### src/rtl/dbp_regs.svh
// Register indices, field positions, reset values and the summary of operation.
// Summary of operation
// - Port A has five pins, each an input or an output under its own direction bit.
// - A direction bit at one turns the pin driver off so the pin is an input.
// - A direction bit at zero drives the pin with its output latch bit.
// - After power-on every port A pin is an input and the latch holds zero.
// - Reading a value register returns the pin levels; writing updates only the latch.
// - Every value write is read-modify-write: pins are read, written bytes replace them, latch stores.
// - Port A bit 4 feeds the timer clock input and its driver is open-drain, never high.
// - Port A direction and value bits 7 to 5 read as zero and ignore writes.
// - Any reset sets the port A direction bits to ones; only power-on touches the latch.
// - Any reset sets the port B direction bits to ones; only power-on touches the latch.
// - Every port B pin has a weak pull-up that software switches on or off.
// - Port B bit 0 is also the external interrupt input.
// - A level change on a port B input pin among bits 4 to 7 raises the port-change flag.
// - In programming mode port B bits 6 and 7 carry clock and data from the programmer.
// - A pin whose timer clock or programming function is enabled is taken away from general use; the interrupt inputs are not.
`ifndef DBP_REGS_SVH
`define DBP_REGS_SVH

`define DBP_IDX_A_VALUE     8'h05
`define DBP_IDX_B_VALUE     8'h06
`define DBP_IDX_INT_CTRL    8'h0b
`define DBP_IDX_INT_CTRL_HI 8'h8b
`define DBP_IDX_OPTION      8'h81
`define DBP_IDX_A_DIR       8'h85
`define DBP_IDX_B_DIR       8'h86
`define DBP_IDX_IRQ_STATUS  8'h90
`define DBP_IDX_IRQ_MASK    8'h91

`define DBP_ADDR(idx) {2'h0, idx, 2'h0}

`define DBP_A_DIR_RESET   5'h1f
`define DBP_B_DIR_RESET   8'hff
`define DBP_OPTION_RESET  8'hff
`define DBP_A_LATCH_RESET 5'h00
`define DBP_B_LATCH_RESET 8'h00

`define DBP_OPT_PULLUP_DIS_N 7
`define DBP_OPT_EDGE_SEL     6
`define DBP_OPT_TIMER_EXT    5

`define DBP_IRQ_PORT_CHANGE 0
`define DBP_IRQ_EXTERNAL    1

`define DBP_ICTL_EXT_EN  4
`define DBP_ICTL_CHG_EN  3
`define DBP_ICTL_EXT_FLG 1
`define DBP_ICTL_CHG_FLG 0

`define DBP_A_TIMER_BIT 4
`define DBP_B_EXT_BIT   0
`define DBP_B_CHG_LO    4
`define DBP_B_PCLK_BIT  6
`define DBP_B_PDAT_BIT  7

`endif

### src/rtl/dbp_pkg.sv
// Types shared by the dual pin port.
package dbp_pkg;
  typedef logic [7:0]  dbp_byte_t;
  typedef logic [4:0]  dbp_port_a_t;
  typedef logic [11:0] dbp_addr_t;
  typedef logic [31:0] dbp_word_t;
  typedef logic [1:0]  dbp_irq_t;
endpackage

### src/rtl/dbp_pin_cell.sv
// One general-purpose pin: driver control, open-drain option and weak pull-up.
`timescale 1ns/1ps
`default_nettype none
module dbp_pin_cell #(
  parameter bit OPEN_DRAIN = 1'b0,
  parameter bit HAS_PULLUP = 1'b0
) (
  input  wire logic dir,
  input  wire logic latch,
  input  wire logic force_input,
  input  wire logic pullup_disable_n,
  output logic      pad_out,
  output logic      pad_oe,
  output logic      pullup_en
);
  wire logic is_input;

  assign is_input  = dir | force_input;
  // An open-drain pin only ever pulls low, so it drives only for a zero latch.
  assign pad_out   = OPEN_DRAIN ? 1'b0 : latch;
  assign pad_oe    = OPEN_DRAIN ? (~is_input & ~latch) : ~is_input;
  assign pullup_en = HAS_PULLUP & ~pullup_disable_n & is_input;
endmodule // dbp_pin_cell
`default_nettype wire

### src/rtl/dbp_sticky.sv
// Sticky event flag whose set wins over a same-cycle clear.
`timescale 1ns/1ps
`default_nettype none
module dbp_sticky (
  input  wire logic pclk,
  input  wire logic presetn,
  input  wire logic set,
  input  wire logic clr,
  output logic      flag_q
);
  always_ff @(posedge pclk or negedge presetn) begin
    if (!presetn) begin
      flag_q <= 1'b0;
    end else if (set) begin
      flag_q <= 1'b1;
    end else if (clr) begin
      flag_q <= 1'b0;
    end
  end
endmodule // dbp_sticky
`default_nettype wire

### src/rtl/dbp_port.sv
// Dual bidirectional pin port with APB registers and interrupt flags.
//
// Design decision made here: register access over APB.
`timescale 1ns/1ps
`default_nettype none
`include "dbp_regs.svh"
module dbp_port (
  input  wire logic              pclk,
  input  wire logic              presetn,
  input  wire logic              sys_reset,
  input  wire logic              psel,
  input  wire logic              penable,
  input  wire logic              pwrite,
  input  wire dbp_pkg::dbp_addr_t paddr,
  input  wire dbp_pkg::dbp_word_t pwdata,
  input  wire logic [3:0]        pstrb,
  output dbp_pkg::dbp_word_t     prdata,
  output logic                   pready,
  output logic                   pslverr,
  input  wire dbp_pkg::dbp_port_a_t pin_a_in,
  output dbp_pkg::dbp_port_a_t   pin_a_out,
  output dbp_pkg::dbp_port_a_t   pin_a_oe,
  input  wire dbp_pkg::dbp_byte_t pin_b_in,
  output dbp_pkg::dbp_byte_t     pin_b_out,
  output dbp_pkg::dbp_byte_t     pin_b_oe,
  output dbp_pkg::dbp_byte_t     pin_b_pullup_en,
  output logic                   timer_external_clock_input,
  input  wire logic              prog_mode,
  output logic                   group_b_bit6_prog_clock,
  output logic                   group_b_bit7_prog_data,
  output logic                   irq
);
  import dbp_pkg::*;

  dbp_port_a_t dir_a_q;
  dbp_port_a_t latch_a_q;
  dbp_byte_t   dir_b_q;
  dbp_byte_t   latch_b_q;
  dbp_byte_t   option_q;
  dbp_irq_t    mask_q;
  dbp_byte_t   snap_b_q;
  logic        ext_prev_q;
  dbp_word_t   prdata_q;
  dbp_irq_t    status;

  // Address decode.
  wire logic [7:0] idx;
  wire logic       in_range;
  wire logic       sel_a_val;
  wire logic       sel_b_val;
  wire logic       sel_ictl;
  wire logic       sel_opt;
  wire logic       sel_a_dir;
  wire logic       sel_b_dir;
  wire logic       sel_stat;
  wire logic       sel_mask;
  wire logic       mapped;
  wire logic       setup;
  wire logic       access;
  wire logic       wr;
  wire logic       rd;
  wire logic       wr_b0;

  assign idx       = paddr[9:2];
  assign in_range  = (paddr[11:10] == 2'h0) && (paddr[1:0] == 2'h0);
  assign sel_a_val = in_range && (idx == `DBP_IDX_A_VALUE);
  assign sel_b_val = in_range && (idx == `DBP_IDX_B_VALUE);
  assign sel_ictl  = in_range && ((idx == `DBP_IDX_INT_CTRL) || (idx == `DBP_IDX_INT_CTRL_HI));
  assign sel_opt   = in_range && (idx == `DBP_IDX_OPTION);
  assign sel_a_dir = in_range && (idx == `DBP_IDX_A_DIR);
  assign sel_b_dir = in_range && (idx == `DBP_IDX_B_DIR);
  assign sel_stat  = in_range && (idx == `DBP_IDX_IRQ_STATUS);
  assign sel_mask  = in_range && (idx == `DBP_IDX_IRQ_MASK);
  assign mapped    = sel_a_val | sel_b_val | sel_ictl | sel_opt | sel_a_dir | sel_b_dir
                     | sel_stat | sel_mask;
  assign setup     = psel & ~penable;
  assign access    = psel & penable;
  assign wr        = access & pwrite & mapped;
  assign rd        = access & ~pwrite & mapped;
  assign wr_b0     = wr & pstrb[0];

  assign pready  = access;
  assign pslverr = access & ~mapped;
  assign prdata  = prdata_q;

  // Peripheral takeover of shared pins.
  wire logic       timer_ext_sel;
  wire logic [4:0] force_a;
  wire logic [7:0] force_b;

  assign timer_ext_sel = option_q[`DBP_OPT_TIMER_EXT];
  assign force_a = {timer_ext_sel, 4'h0};
  assign force_b = {prog_mode, prog_mode, 6'h00};

  assign timer_external_clock_input = pin_a_in[`DBP_A_TIMER_BIT];
  assign group_b_bit6_prog_clock    = prog_mode & pin_b_in[`DBP_B_PCLK_BIT];
  assign group_b_bit7_prog_data     = prog_mode & pin_b_in[`DBP_B_PDAT_BIT];

  genvar gi;
  generate
    for (gi = 0; gi < 5; gi++) begin : g_pin_a
      dbp_pin_cell #(
        .OPEN_DRAIN (gi == `DBP_A_TIMER_BIT),
        .HAS_PULLUP (1'b0)
      ) u_cell (
        .dir              (dir_a_q[gi]),
        .latch            (latch_a_q[gi]),
        .force_input      (force_a[gi]),
        .pullup_disable_n (1'b1),
        .pad_out          (pin_a_out[gi]),
        .pad_oe           (pin_a_oe[gi]),
        .pullup_en        ()
      );
    end
    for (gi = 0; gi < 8; gi++) begin : g_pin_b
      dbp_pin_cell #(
        .OPEN_DRAIN (1'b0),
        .HAS_PULLUP (1'b1)
      ) u_cell (
        .dir              (dir_b_q[gi]),
        .latch            (latch_b_q[gi]),
        .force_input      (force_b[gi]),
        .pullup_disable_n (option_q[`DBP_OPT_PULLUP_DIS_N]),
        .pad_out          (pin_b_out[gi]),
        .pad_oe           (pin_b_oe[gi]),
        .pullup_en        (pin_b_pullup_en[gi])
      );
    end
  endgenerate

  // Read-modify-write: a byte lane left unwritten still stores the pin levels,
  // so input pins overwrite their latch bits just as a bit operation would.
  wire dbp_port_a_t latch_a_d;
  wire dbp_byte_t   latch_b_d;

  assign latch_a_d = wr_b0 ? pwdata[4:0] : pin_a_in;
  assign latch_b_d = wr_b0 ? pwdata[7:0] : pin_b_in;

  // Directions: power-on and the other reset both force inputs.
  always_ff @(posedge pclk or negedge presetn) begin
    if (!presetn) begin
      dir_a_q <= `DBP_A_DIR_RESET;
      dir_b_q <= `DBP_B_DIR_RESET;
    end else if (sys_reset) begin
      dir_a_q <= `DBP_A_DIR_RESET;
      dir_b_q <= `DBP_B_DIR_RESET;
    end else begin
      if (wr_b0 && sel_a_dir) begin
        dir_a_q <= pwdata[4:0];
      end
      if (wr_b0 && sel_b_dir) begin
        dir_b_q <= pwdata[7:0];
      end
    end
  end

  // Latches survive the other reset untouched.
  always_ff @(posedge pclk or negedge presetn) begin
    if (!presetn) begin
      latch_a_q <= `DBP_A_LATCH_RESET;
      latch_b_q <= `DBP_B_LATCH_RESET;
    end else begin
      if (wr && sel_a_val) begin
        latch_a_q <= latch_a_d;
      end
      if (wr && sel_b_val) begin
        latch_b_q <= latch_b_d;
      end
    end
  end

  always_ff @(posedge pclk or negedge presetn) begin
    if (!presetn) begin
      option_q <= `DBP_OPTION_RESET;
      mask_q   <= 2'h0;
    end else if (sys_reset) begin
      option_q <= `DBP_OPTION_RESET;
    end else if (wr_b0) begin
      if (sel_opt) begin
        option_q <= pwdata[7:0];
      end else if (sel_mask) begin
        mask_q <= pwdata[1:0];
      end else if (sel_ictl) begin
        mask_q <= {pwdata[`DBP_ICTL_EXT_EN], pwdata[`DBP_ICTL_CHG_EN]};
      end
    end
  end

  // Port-change reference: any access to the port B value counts as a read.
  always_ff @(posedge pclk or negedge presetn) begin
    if (!presetn) begin
      snap_b_q   <= 8'h00;
      ext_prev_q <= 1'b0;
    end else begin
      ext_prev_q <= pin_b_in[`DBP_B_EXT_BIT];
      if ((rd || wr) && sel_b_val) begin
        snap_b_q <= pin_b_in;
      end
    end
  end

  // Events.
  wire logic [3:0] chg_diff;
  wire logic       chg_event;
  wire logic       ext_rise;
  wire logic       ext_fall;
  wire logic       ext_event;
  wire dbp_irq_t   stat_clr;

  assign chg_diff  = (pin_b_in[7:4] ^ snap_b_q[7:4]) & dir_b_q[7:4];
  assign chg_event = |chg_diff;
  assign ext_rise  = pin_b_in[`DBP_B_EXT_BIT] & ~ext_prev_q;
  assign ext_fall  = ~pin_b_in[`DBP_B_EXT_BIT] & ext_prev_q;
  assign ext_event = option_q[`DBP_OPT_EDGE_SEL] ? ext_rise : ext_fall;
  assign stat_clr  = (wr_b0 && sel_stat) ? pwdata[1:0] : 2'h0;

  dbp_sticky u_flag_chg (
    .pclk    (pclk),
    .presetn (presetn),
    .set     (chg_event),
    .clr     (stat_clr[`DBP_IRQ_PORT_CHANGE]),
    .flag_q  (status[`DBP_IRQ_PORT_CHANGE])
  );

  dbp_sticky u_flag_ext (
    .pclk    (pclk),
    .presetn (presetn),
    .set     (ext_event),
    .clr     (stat_clr[`DBP_IRQ_EXTERNAL]),
    .flag_q  (status[`DBP_IRQ_EXTERNAL])
  );

  assign irq = |(status & mask_q);

  // Read data is captured in the setup cycle so the access phase needs no wait.
  wire dbp_byte_t ictl_view;
  wire dbp_byte_t rd_byte;

  assign ictl_view = {3'h0, mask_q[`DBP_IRQ_EXTERNAL], mask_q[`DBP_IRQ_PORT_CHANGE], 1'b0,
                      status[`DBP_IRQ_EXTERNAL], status[`DBP_IRQ_PORT_CHANGE]};
  assign rd_byte = sel_a_val ? {3'h0, pin_a_in} :
                   sel_b_val ? pin_b_in :
                   sel_ictl  ? ictl_view :
                   sel_opt   ? option_q :
                   sel_a_dir ? {3'h0, dir_a_q} :
                   sel_b_dir ? dir_b_q :
                   sel_stat  ? {6'h00, status} :
                   sel_mask  ? {6'h00, mask_q} : 8'h00;

  always_ff @(posedge pclk or negedge presetn) begin
    if (!presetn) begin
      prdata_q <= 32'h0000_0000;
    end else if (setup) begin
      prdata_q <= {24'h00_0000, rd_byte};
    end
  end

  // Checks. Each property restates a rule in terms of pins and registers, and many also use the
  // decode expressions above (wr_b0, sel_a_dir and the like), so a slip in the decode need not show up here.
  dir_reset_a: assert property (@(posedge pclk) disable iff (!presetn)
    sys_reset |=> (dir_a_q == `DBP_A_DIR_RESET) && (dir_b_q == `DBP_B_DIR_RESET))
    else $error("directions not forced to inputs by reset");

  dir_write_a: assert property (@(posedge pclk) disable iff (!presetn)
    (wr_b0 && sel_a_dir && !sys_reset) |=> (dir_a_q == $past(pwdata[4:0])))
    else $error("port A direction write lost");

  latch_hold_a: assert property (@(posedge pclk) disable iff (!presetn)
    (sys_reset && !psel) |=> $stable(latch_b_q) && $stable(latch_a_q))
    else $error("latch changed by the other reset");

  latch_keep_a: assert property (@(posedge pclk) disable iff (!presetn)
    !(wr && (sel_a_val || sel_b_val)) |=> $stable(latch_a_q) && $stable(latch_b_q))
    else $error("latch changed without a value write");

  latch_write_a: assert property (@(posedge pclk) disable iff (!presetn)
    (wr_b0 && sel_b_val) |=> (latch_b_q == $past(pwdata[7:0])))
    else $error("port B latch does not hold the written byte");

  drive_latch_a: assert property (@(posedge pclk) disable iff (!presetn)
    (!prog_mode) |-> (pin_b_oe == ~dir_b_q) && (pin_b_out == latch_b_q))
    else $error("port B driver does not follow direction and latch");

  pin_a_drive_a: assert property (@(posedge pclk) disable iff (!presetn)
    (pin_a_oe[3:0] == ~dir_a_q[3:0]) && (pin_a_out[3:0] == latch_a_q[3:0]))
    else $error("port A driver does not follow direction and latch");

  open_drain_a: assert property (@(posedge pclk) disable iff (!presetn)
    !pin_a_out[`DBP_A_TIMER_BIT] &&
      (!pin_a_oe[`DBP_A_TIMER_BIT] || !latch_a_q[`DBP_A_TIMER_BIT]))
    else $error("open-drain pin driven high");

  timer_takeover_a: assert property (@(posedge pclk) disable iff (!presetn)
    timer_ext_sel |-> !pin_a_oe[`DBP_A_TIMER_BIT])
    else $error("timer clock pin still driven");

  upper_zero_a: assert property (@(posedge pclk) disable iff (!presetn)
    (setup && (sel_a_dir || sel_a_val)) |=> (prdata[7:5] == 3'h0))
    else $error("unimplemented port A bits read nonzero");

  pin_read_a: assert property (@(posedge pclk) disable iff (!presetn)
    (setup && sel_b_val) |=> (prdata[7:0] == $past(pin_b_in)))
    else $error("port B read does not return pin levels");

  rmw_write_a: assert property (@(posedge pclk) disable iff (!presetn)
    (wr && sel_a_val && !pstrb[0]) |=> (latch_a_q == $past(pin_a_in)))
    else $error("unwritten lane did not store pin levels");

  snap_update_a: assert property (@(posedge pclk) disable iff (!presetn)
    ((rd || wr) && sel_b_val) |=> (snap_b_q == $past(pin_b_in)))
    else $error("port change reference not refreshed by a port access");

  change_flag_a: assert property (@(posedge pclk) disable iff (!presetn)
    chg_event |=> status[`DBP_IRQ_PORT_CHANGE])
    else $error("port change flag not raised");

  status_clear_a: assert property (@(posedge pclk) disable iff (!presetn)
    (wr_b0 && sel_stat && pwdata[`DBP_IRQ_PORT_CHANGE] && !chg_event)
      |=> !status[`DBP_IRQ_PORT_CHANGE])
    else $error("port change flag not cleared by a one");

  ext_flag_a: assert property (@(posedge pclk) disable iff (!presetn)
    ext_event |=> status[`DBP_IRQ_EXTERNAL] ##1
      (irq || !mask_q[`DBP_IRQ_EXTERNAL] || !status[`DBP_IRQ_EXTERNAL]))
    else $error("external interrupt flag not raised");

  ext_rise_a: assert property (@(posedge pclk) disable iff (!presetn)
    (option_q[`DBP_OPT_EDGE_SEL] && $rose(pin_b_in[`DBP_B_EXT_BIT]))
      |=> status[`DBP_IRQ_EXTERNAL])
    else $error("rising edge on the interrupt pin missed");

  ext_fall_a: assert property (@(posedge pclk) disable iff (!presetn)
    (!option_q[`DBP_OPT_EDGE_SEL] && $fell(pin_b_in[`DBP_B_EXT_BIT]))
      |=> status[`DBP_IRQ_EXTERNAL])
    else $error("falling edge on the interrupt pin missed");

  pullup_gate_a: assert property (@(posedge pclk) disable iff (!presetn)
    |pin_b_pullup_en |-> !option_q[`DBP_OPT_PULLUP_DIS_N])
    else $error("pull-up on while disabled");

  pullup_on_a: assert property (@(posedge pclk) disable iff (!presetn)
    (!option_q[`DBP_OPT_PULLUP_DIS_N] && (&dir_b_q)) |-> (&pin_b_pullup_en))
    else $error("pull-up missing on an input pin");

  prog_float_a: assert property (@(posedge pclk) disable iff (!presetn)
    prog_mode |-> (pin_b_oe[7:6] == 2'h0))
    else $error("programming pins driven in programming mode");
endmodule // dbp_port
`default_nettype wire

### config.mk
export PLATFORM = sky130hd
export DESIGN_NAME = dbp_port
export DESIGN_NICKNAME = d
export VERILOG_FILES = /design/src/rtl/dbp_pkg.sv /design/src/rtl/dbp_pin_cell.sv /design/src/rtl/dbp_sticky.sv /design/src/rtl/dbp_port.sv
export VERILOG_INCLUDE_DIRS = /design/src /design/src/rtl
export SDC_FILE = /design/constraint.sdc
export NUM_CORES = 1
export LEC_CHECK = 0
export BUFFER_PORTS_ARGS = -buffer_cell sky130_fd_sc_hd__buf_2
export CAP_MARGIN = 20
export CORE_MARGIN = 10
export CORE_UTILIZATION = 45
export CTS_BUF_LIST = sky130_fd_sc_hd__clkbuf_16
export DETAILED_ROUTE_END_ITERATION = 16
export PLACE_DENSITY = 0.74
export SLEW_MARGIN = 20
export SYNTH_ARGS = -nofsm -noshare
export SYNTH_HDL_FRONTEND = slang
export SYNTH_SLANG_ARGS = --single-unit
### constraint.sdc
create_clock -name pclk -period 1.35 [get_ports pclk]
set_input_delay 0.2025 -clock pclk [delete_from_list [all_inputs] [get_ports pclk]]
set_output_delay 0.2025 -clock pclk [all_outputs]
set_load 0.02 [all_outputs]
* Word-level counts from Yosys, hierarchy flattened
Cells that the tools add are included.
** Storage, ports and cells
- Memory bits (read-only) :: 0
- Bits in writable memories :: 0
- Register bits :: 55
- Memories kept :: 0
- Word-level logic and storage cells :: 131
- Input bits :: 68
- Output and inout port bits :: 72
- Latch bits :: 0
** Operators by class
- $lt $le $gt $ge :: 0
- Shift-type cells :: 0
- Divide/modulo/power cells :: 0
- Eq/ne operators :: 9
- Multiplexer cells :: 25
- Add/sub/neg operators :: 0
- Bitwise gates (word level) :: 56
- Reductions and logical operators :: 30
- $mul :: 0
** Operators with widths (count)
- $mux W8 :: 12
- $eq A8 B8 Y1 const B :: 6
- $not A1 Y1 :: 22
- $and A1 B1 Y1 :: 21
- $eq A8 B3 Y1 const B :: 2
- $logic_and A1 B1 Y1 :: 15
- $mux W5 :: 3
- $reduce_bool A2 Y1 :: 7
- $mux W2 :: 5
- $or A1 B1 Y1 :: 10
- $eq A8 B4 Y1 const B :: 1
- $mux W1 :: 5
- $and A4 B4 Y4 :: 1
- $logic_not A2 Y1 :: 2
- $reduce_and A4 Y1 :: 1
- $reduce_or A4 Y1 :: 1
- $xor A4 B4 Y4 :: 1
- $and A2 B2 Y2 :: 1
- $logic_or A1 B1 Y1 :: 2
- $reduce_and A2 Y1 :: 1
- $reduce_or A2 Y1 :: 1

* Logic depth before layout (Yosys ltp)
- Word-level depth :: 16
- Depth in mapped cells :: 8
- Depth with buffers taken out :: 5

* Cells and area by module
From an unflattened synthesis, not the netlist that was laid out.
** Second synthesis, totals
- Cell total of the unflattened synthesis :: 377
- Area, all modules :: 3393.3 um^2
** By module, submodules not included
- dbp_port :: area an instance 3031.7 um^2, seq. area each 1252.5 um^2, cells each 327, times used 1
- dbp_pin_cell at g_pin_b[0].u_cell ... :: area an instance 21.3 um^2, seq. area each 0.0 um^2, cells each 3, times used 8
- dbp_pin_cell at g_pin_a[0].u_cell ... :: area an instance 22.5 um^2, seq. area each 0.0 um^2, cells each 4, times used 4
- dbp_sticky :: area an instance 36.3 um^2, seq. area each 25.0 um^2, cells each 3, times used 2
- dbp_pin_cell at g_pin_a[4].u_cell :: area an instance 28.8 um^2, seq. area each 0.0 um^2, cells each 4, times used 1

* Worst setup path before layout
No wires, ideal clock.
- Kind :: input-to-reg
- Start :: input port paddr[1]
- End :: register mask_q[0]
- Data arrival time :: 1.738 ns
- Slack :: -0.516 ns
- Buffers on the path :: 0
- Required time :: 1.222 ns
- Stages on the path :: 5
- Setup time :: 0.128 ns
- Path through :: or4_4 nor2_2 and3_1 mux2_2 mux2_1
** Between the ends
- Longest elaborated chain between the ends :: 13
- Elaborated cells between the ends (all ways) :: 23
- Classes of those cells :: 1 x mux; 10 x bitwise; 12 x reduce/logical
** Ends and longest elaborated chain
- start, declared :: line dbp_port.sv:14 : input wire dbp_pkg::dbp_addr_t paddr,
- $logic_not A2 Y1 * :: line dbp_port.sv:65 : assign in_range = (paddr[11:10] == 2'h0) && (paddr[1:0] == 2'h0);
- $logic_and A1 B1 Y1 * :: line dbp_port.sv:65
- $logic_and A1 B1 Y1, on equally long branches :: line dbp_port.sv:66, dbp_port.sv:67
- $or A1 B1 Y1 (5 in a row) :: line dbp_port.sv:74 : assign mapped = sel_a_val | sel_b_val | sel_ictl | sel_opt | sel_a_dir | sel_b_dir
- $or A1 B1 Y1 (2 in a row) :: line dbp_port.sv:75 : | sel_stat | sel_mask;
- $and A1 B1 Y1 :: line dbp_port.sv:78 : assign wr = access & pwrite & mapped;
- $and A1 B1 Y1 :: line dbp_port.sv:80 : assign wr_b0 = wr & pstrb[0];
- $reduce_and A4 Y1 (no line)
- end signal, assigned :: line dbp_port.sv:182 : mask_q <= pwdata[1:0];
- end signal, assigned :: line dbp_port.sv:184 : mask_q <= {pwdata[`DBP_ICTL_EXT_EN], pwdata[`DBP_ICTL_CHG_EN]};
- end, declared :: line dbp_port.sv:40 : dbp_irq_t mask_q;
Every way passes the cells marked *; elsewhere a longest branch is shown, timed or not.
A chain may end at the register's enable or synchronous reset.

* Worst setup path after layout
- Start :: input port paddr[10]
- End :: register mask_q[1]
Same word-level chain as after synthesis.

==> key figures <==
Cells and area
  • Final core utilization: about 69%
  • Area grow syn2layout: 49.5%
  • Layout cell share with drive strength beyond 1: a little under three fifths
  • NumNets Final: approximately 600
  • Fillcell total: about 570
  • Diodes inserted: 0

Floorplan
  • Die width: 108 um
  • Cell Rows: 32
  • IO Pins: 140
  • Initial Util: 45.9%
  • Vert. Die Dim: around 110 um
  • Core area: 7650 um^2
  • Die ar.: 11700 um^2

STA
  • Setup violators final: slightly below 60
  • Tcrit/Tclk final: 127%
  • FMAX: approximately 0.6 GHz
  • Setup Skew: 0.00549 ns
  • Hold Fails Final Rpt: 0
  • Max-slew violation count: 0
  • RSZ-0062 raised after global routing: yes
  • Worst setup margin: -0.361 ns
  • Setup_tns: -11.32 ns
  • Min Clock Period, post-route: ~1.7 ns

Min path
  • HP Class: in -> reg

Critical path
  • Crit path launch: paddr[10]
  • Worst Path Arrival: about 1.9 ns
  • CP Cell Sequence: buf_8 > or4_4 > nor2_4 > buf_4 > and4_4 > o221ai_4 > mux2_4
  • Worst reg2reg setup slack: -0.06 ns
  • CP Max Fanout: 3
  • Crit-path slowest cell: or4_4
  • WP data required: 1.54 ns
  • CP Class: in -> reg
  • CP peak stage delay: 0.56 ns
  • CP Capture Type: flip-flop
  • Worst R2R Path Depth: 5
  • Reg-to-Reg Start: u_flag_ext.flag_q
  • Startpoint types: input port
  • Crit path to: mask_q[1]
  • FF-to-FF End: prdata[1]

Clocking
  • Worst-path clk slew: approximately 0.07 ns
  • CTS tree: built
  • Clock Tree Root: clkbuf_16
  • Clk_lat worst skew: roughly 0.30 ns
  • Max Buffers Root-to-Sink: 2
  • CTS Buf Count: 5
  • H-tree depth: 2
  • TritonCTS sink count: 51

Global route
  • Gr ovfl total: 0
  • GRT Total Usage: 20.2%
  • Pin count of the biggest net entering global routing: 23
  • First-pass GRT wire length: approximately 19 mm
  • Initial antenna violation count: 0
  • Vias in the first global route: about 3600

Place
  • HPWL Detailed: a little under 9 mm
  • RD Place Congestion: between 0.9 and 1
  • Pre-CTS setup slack: -0.603 ns
  • Port bufs: between 80 and 90

Synth
  • Post-synth EDFFs: 0
  • Synthesis-stage register bit count: 51
  • Post-synth top area share: a little over a fifth
  • Top FF cell, synth: dfrtp_1
  • Distinct cell type count after synthesis: 61
  • Yosys warning count: 0
  • Dominant cells by area after synthesis: dfrtp_1, dfstp_2, buf_4
  • Cell area after synthesis: 3510 um^2
  • Area leader, netlist: dfrtp_1
  • Mapped Cells: ~400
  • Ys async rst share: 100%
  • Mean Syn Cell Area: 8.87 um^2
  • Sequential fraction of the synthesis area: 37.1%

Outcome
  • Status: finished with violations
  • Failing checks: negative setup slack

Power
  • Pleak: 2.51 nW
  • VDD IR max: a little over 0.5 mV
  • PwrDens: 687 nW/um^2

Drt
  • Iter 0 DRT Violations: approximately 290
  • Vias: roughly 3600
  • Remaining antenna violation count: 0
  • Drc violations: 0
  • First-pass iteration count of the detailed router: 6
  • WL/cell: between 20 and 25 um
  • Vias per Instance: 5.69
  • Final wirelength: around 14 mm

Flow run
  • Max cap viols: 0
Yosys cell counts, types with 4 or more instances:
cell type / instances
nand2_1: 65
mux2i_1: 8
dfrtp_1: 30
nor2_1: 18
mux2_2: 8
and2_1: 4
buf_4: 62
o21ai_0: 19
dfstp_2: 21
xor2_1: 4
o211ai_1: 15
inv_1: 15
nand3_1: 20
and3_1: 4
or4b_1: 6
clkbuf_1: 6
nand2b_1: 4
nor3_1: 8
buf_2: 6
nor2b_1: 4
a22oi_1: 5
per-stage QoR:
| step | power (mW) | instances | hold WS (ns) | area (um^2) |
|---|---|---|---|---|
| 2_1_floorplan | 1.83 | 420 | -0.0931 | 3680 |
| 3_3_place_gp | 2.05 | 605 | 0.154 | 4260 |
| 4_1_cts | 3.56 | 633 | 0.0988 | 4920 |
| 6_report | 3.61 | 637 | 0.0998 | 5250 |
| 5_1_grt | 3.72 | 637 | 0.0934 | 5250 |
| 3_5_place_dp | 2.06 | 605 | 0.161 | 4260 |
power breakdown:
group | switching, mW | internal [mW] | total [mW]
clock | 0.599 | 0.876 | 1.48
combinational | 0.373 | 0.220 | 0.593
sequential | 0.00320 | 1.54 | 1.54
total | 0.976 | 2.63 | 3.61
worst max-delay path: cells and delay by family:
family / cells / cell delay, ns
mux: 1 / 0.33
compound gates: 1 / 0.14
simple gates: 3 / 0.98
buf+inv: 2 / 0.25
worst min-delay path by stage:
| stage | start | to | slack [ns] | depth (start not counted) |
|---|---|---|---|---|
| finish | pin_b_in[0] | ext_prev_q | 0.1 | 1 |
| global route | pin_b_in[0] | ext_prev_q | 0.09 | 1 |
| CTS | pin_b_in[0] | ext_prev_q | 0.1 | 1 |
| detailed placement | presetn | latch_b_q[5] | 0.16 | 1 |
| global placement | presetn | latch_b_q[6] | 0.15 | 1 |
| floorplan | presetn | ext_prev_q | -0.09 | 0 |
cell usage in the layout (no fill, tap or decap), types with 7 or more instances in the layout:
master,count
nand2_4,9
nand3_1,10
dfstp_2,21
inv_1,14
nor2_4,7
buf_4,73
buf_2,72
o21ai_0,9
conb_1,25
mux2_4,8
o211ai_1,15
nand2_2,7
buf_6,25
mux2i_1,8
nand3_2,9
nand2_1,47
o21ai_1,11
dfrtp_1,29
nor2_1,10
per-layer routing:
layer	GRT usage, %	share of wire, %	vias up	wire length (um)
met2	33.8	48	206	6540
met1	25.0	40	1778	5350
met5	0	0	-	0
li1	-	-	1608	-
met4	5.37	2.3	0	310
met3	5.89	9.9	35	1340
layout make-up:
cell class / instances / area (um^2) / share of cell area [%]
inverters: 15 / 56.3 / 1.07
clock inverters: 3 / 42.5 / 0.810
multi-input cells: 279 / 2190 / 41.7
well taps: 102 / 128 / 2.43
flip-flops and latches: 51 / 1300 / 24.8
repair buffers: 182 / 1410 / 26.8
clock buffers: 5 / 125 / 2.38
sequential cells by signal (all words and copies together) (netlist names), 2 cells and up:
signal	count
latch_b_q	8
latch_a_q	5
mask_q	2
dir_a_q	5
snap_b_q	4
option_q	8
dir_b_q	8
prdata	8
logic make-up after synthesis:
kind of cell / Yosys count / synth area share, %
compound gates: 69 / 14.0
xor+xnor: 4 / 0.997
buf+inv: 90 / 16.5
flops: 51 / 37.1
mux: 18 / 5.49
other cells: 1 / 0.107
simple gates: 163 / 25.9
repair_timing:
item | CTS | global route
resized for setup | 75 | 72
pin swaps | 21 | 32
setup endpoints to repair | 60 | 61
setup buffers | 17 | 6
endpoints found under the hold margin | 10 | 0
gates cloned | 2 | 0
hold buffers | 1 | 0
Note: power is estimated with default switching activity, not from simulation.
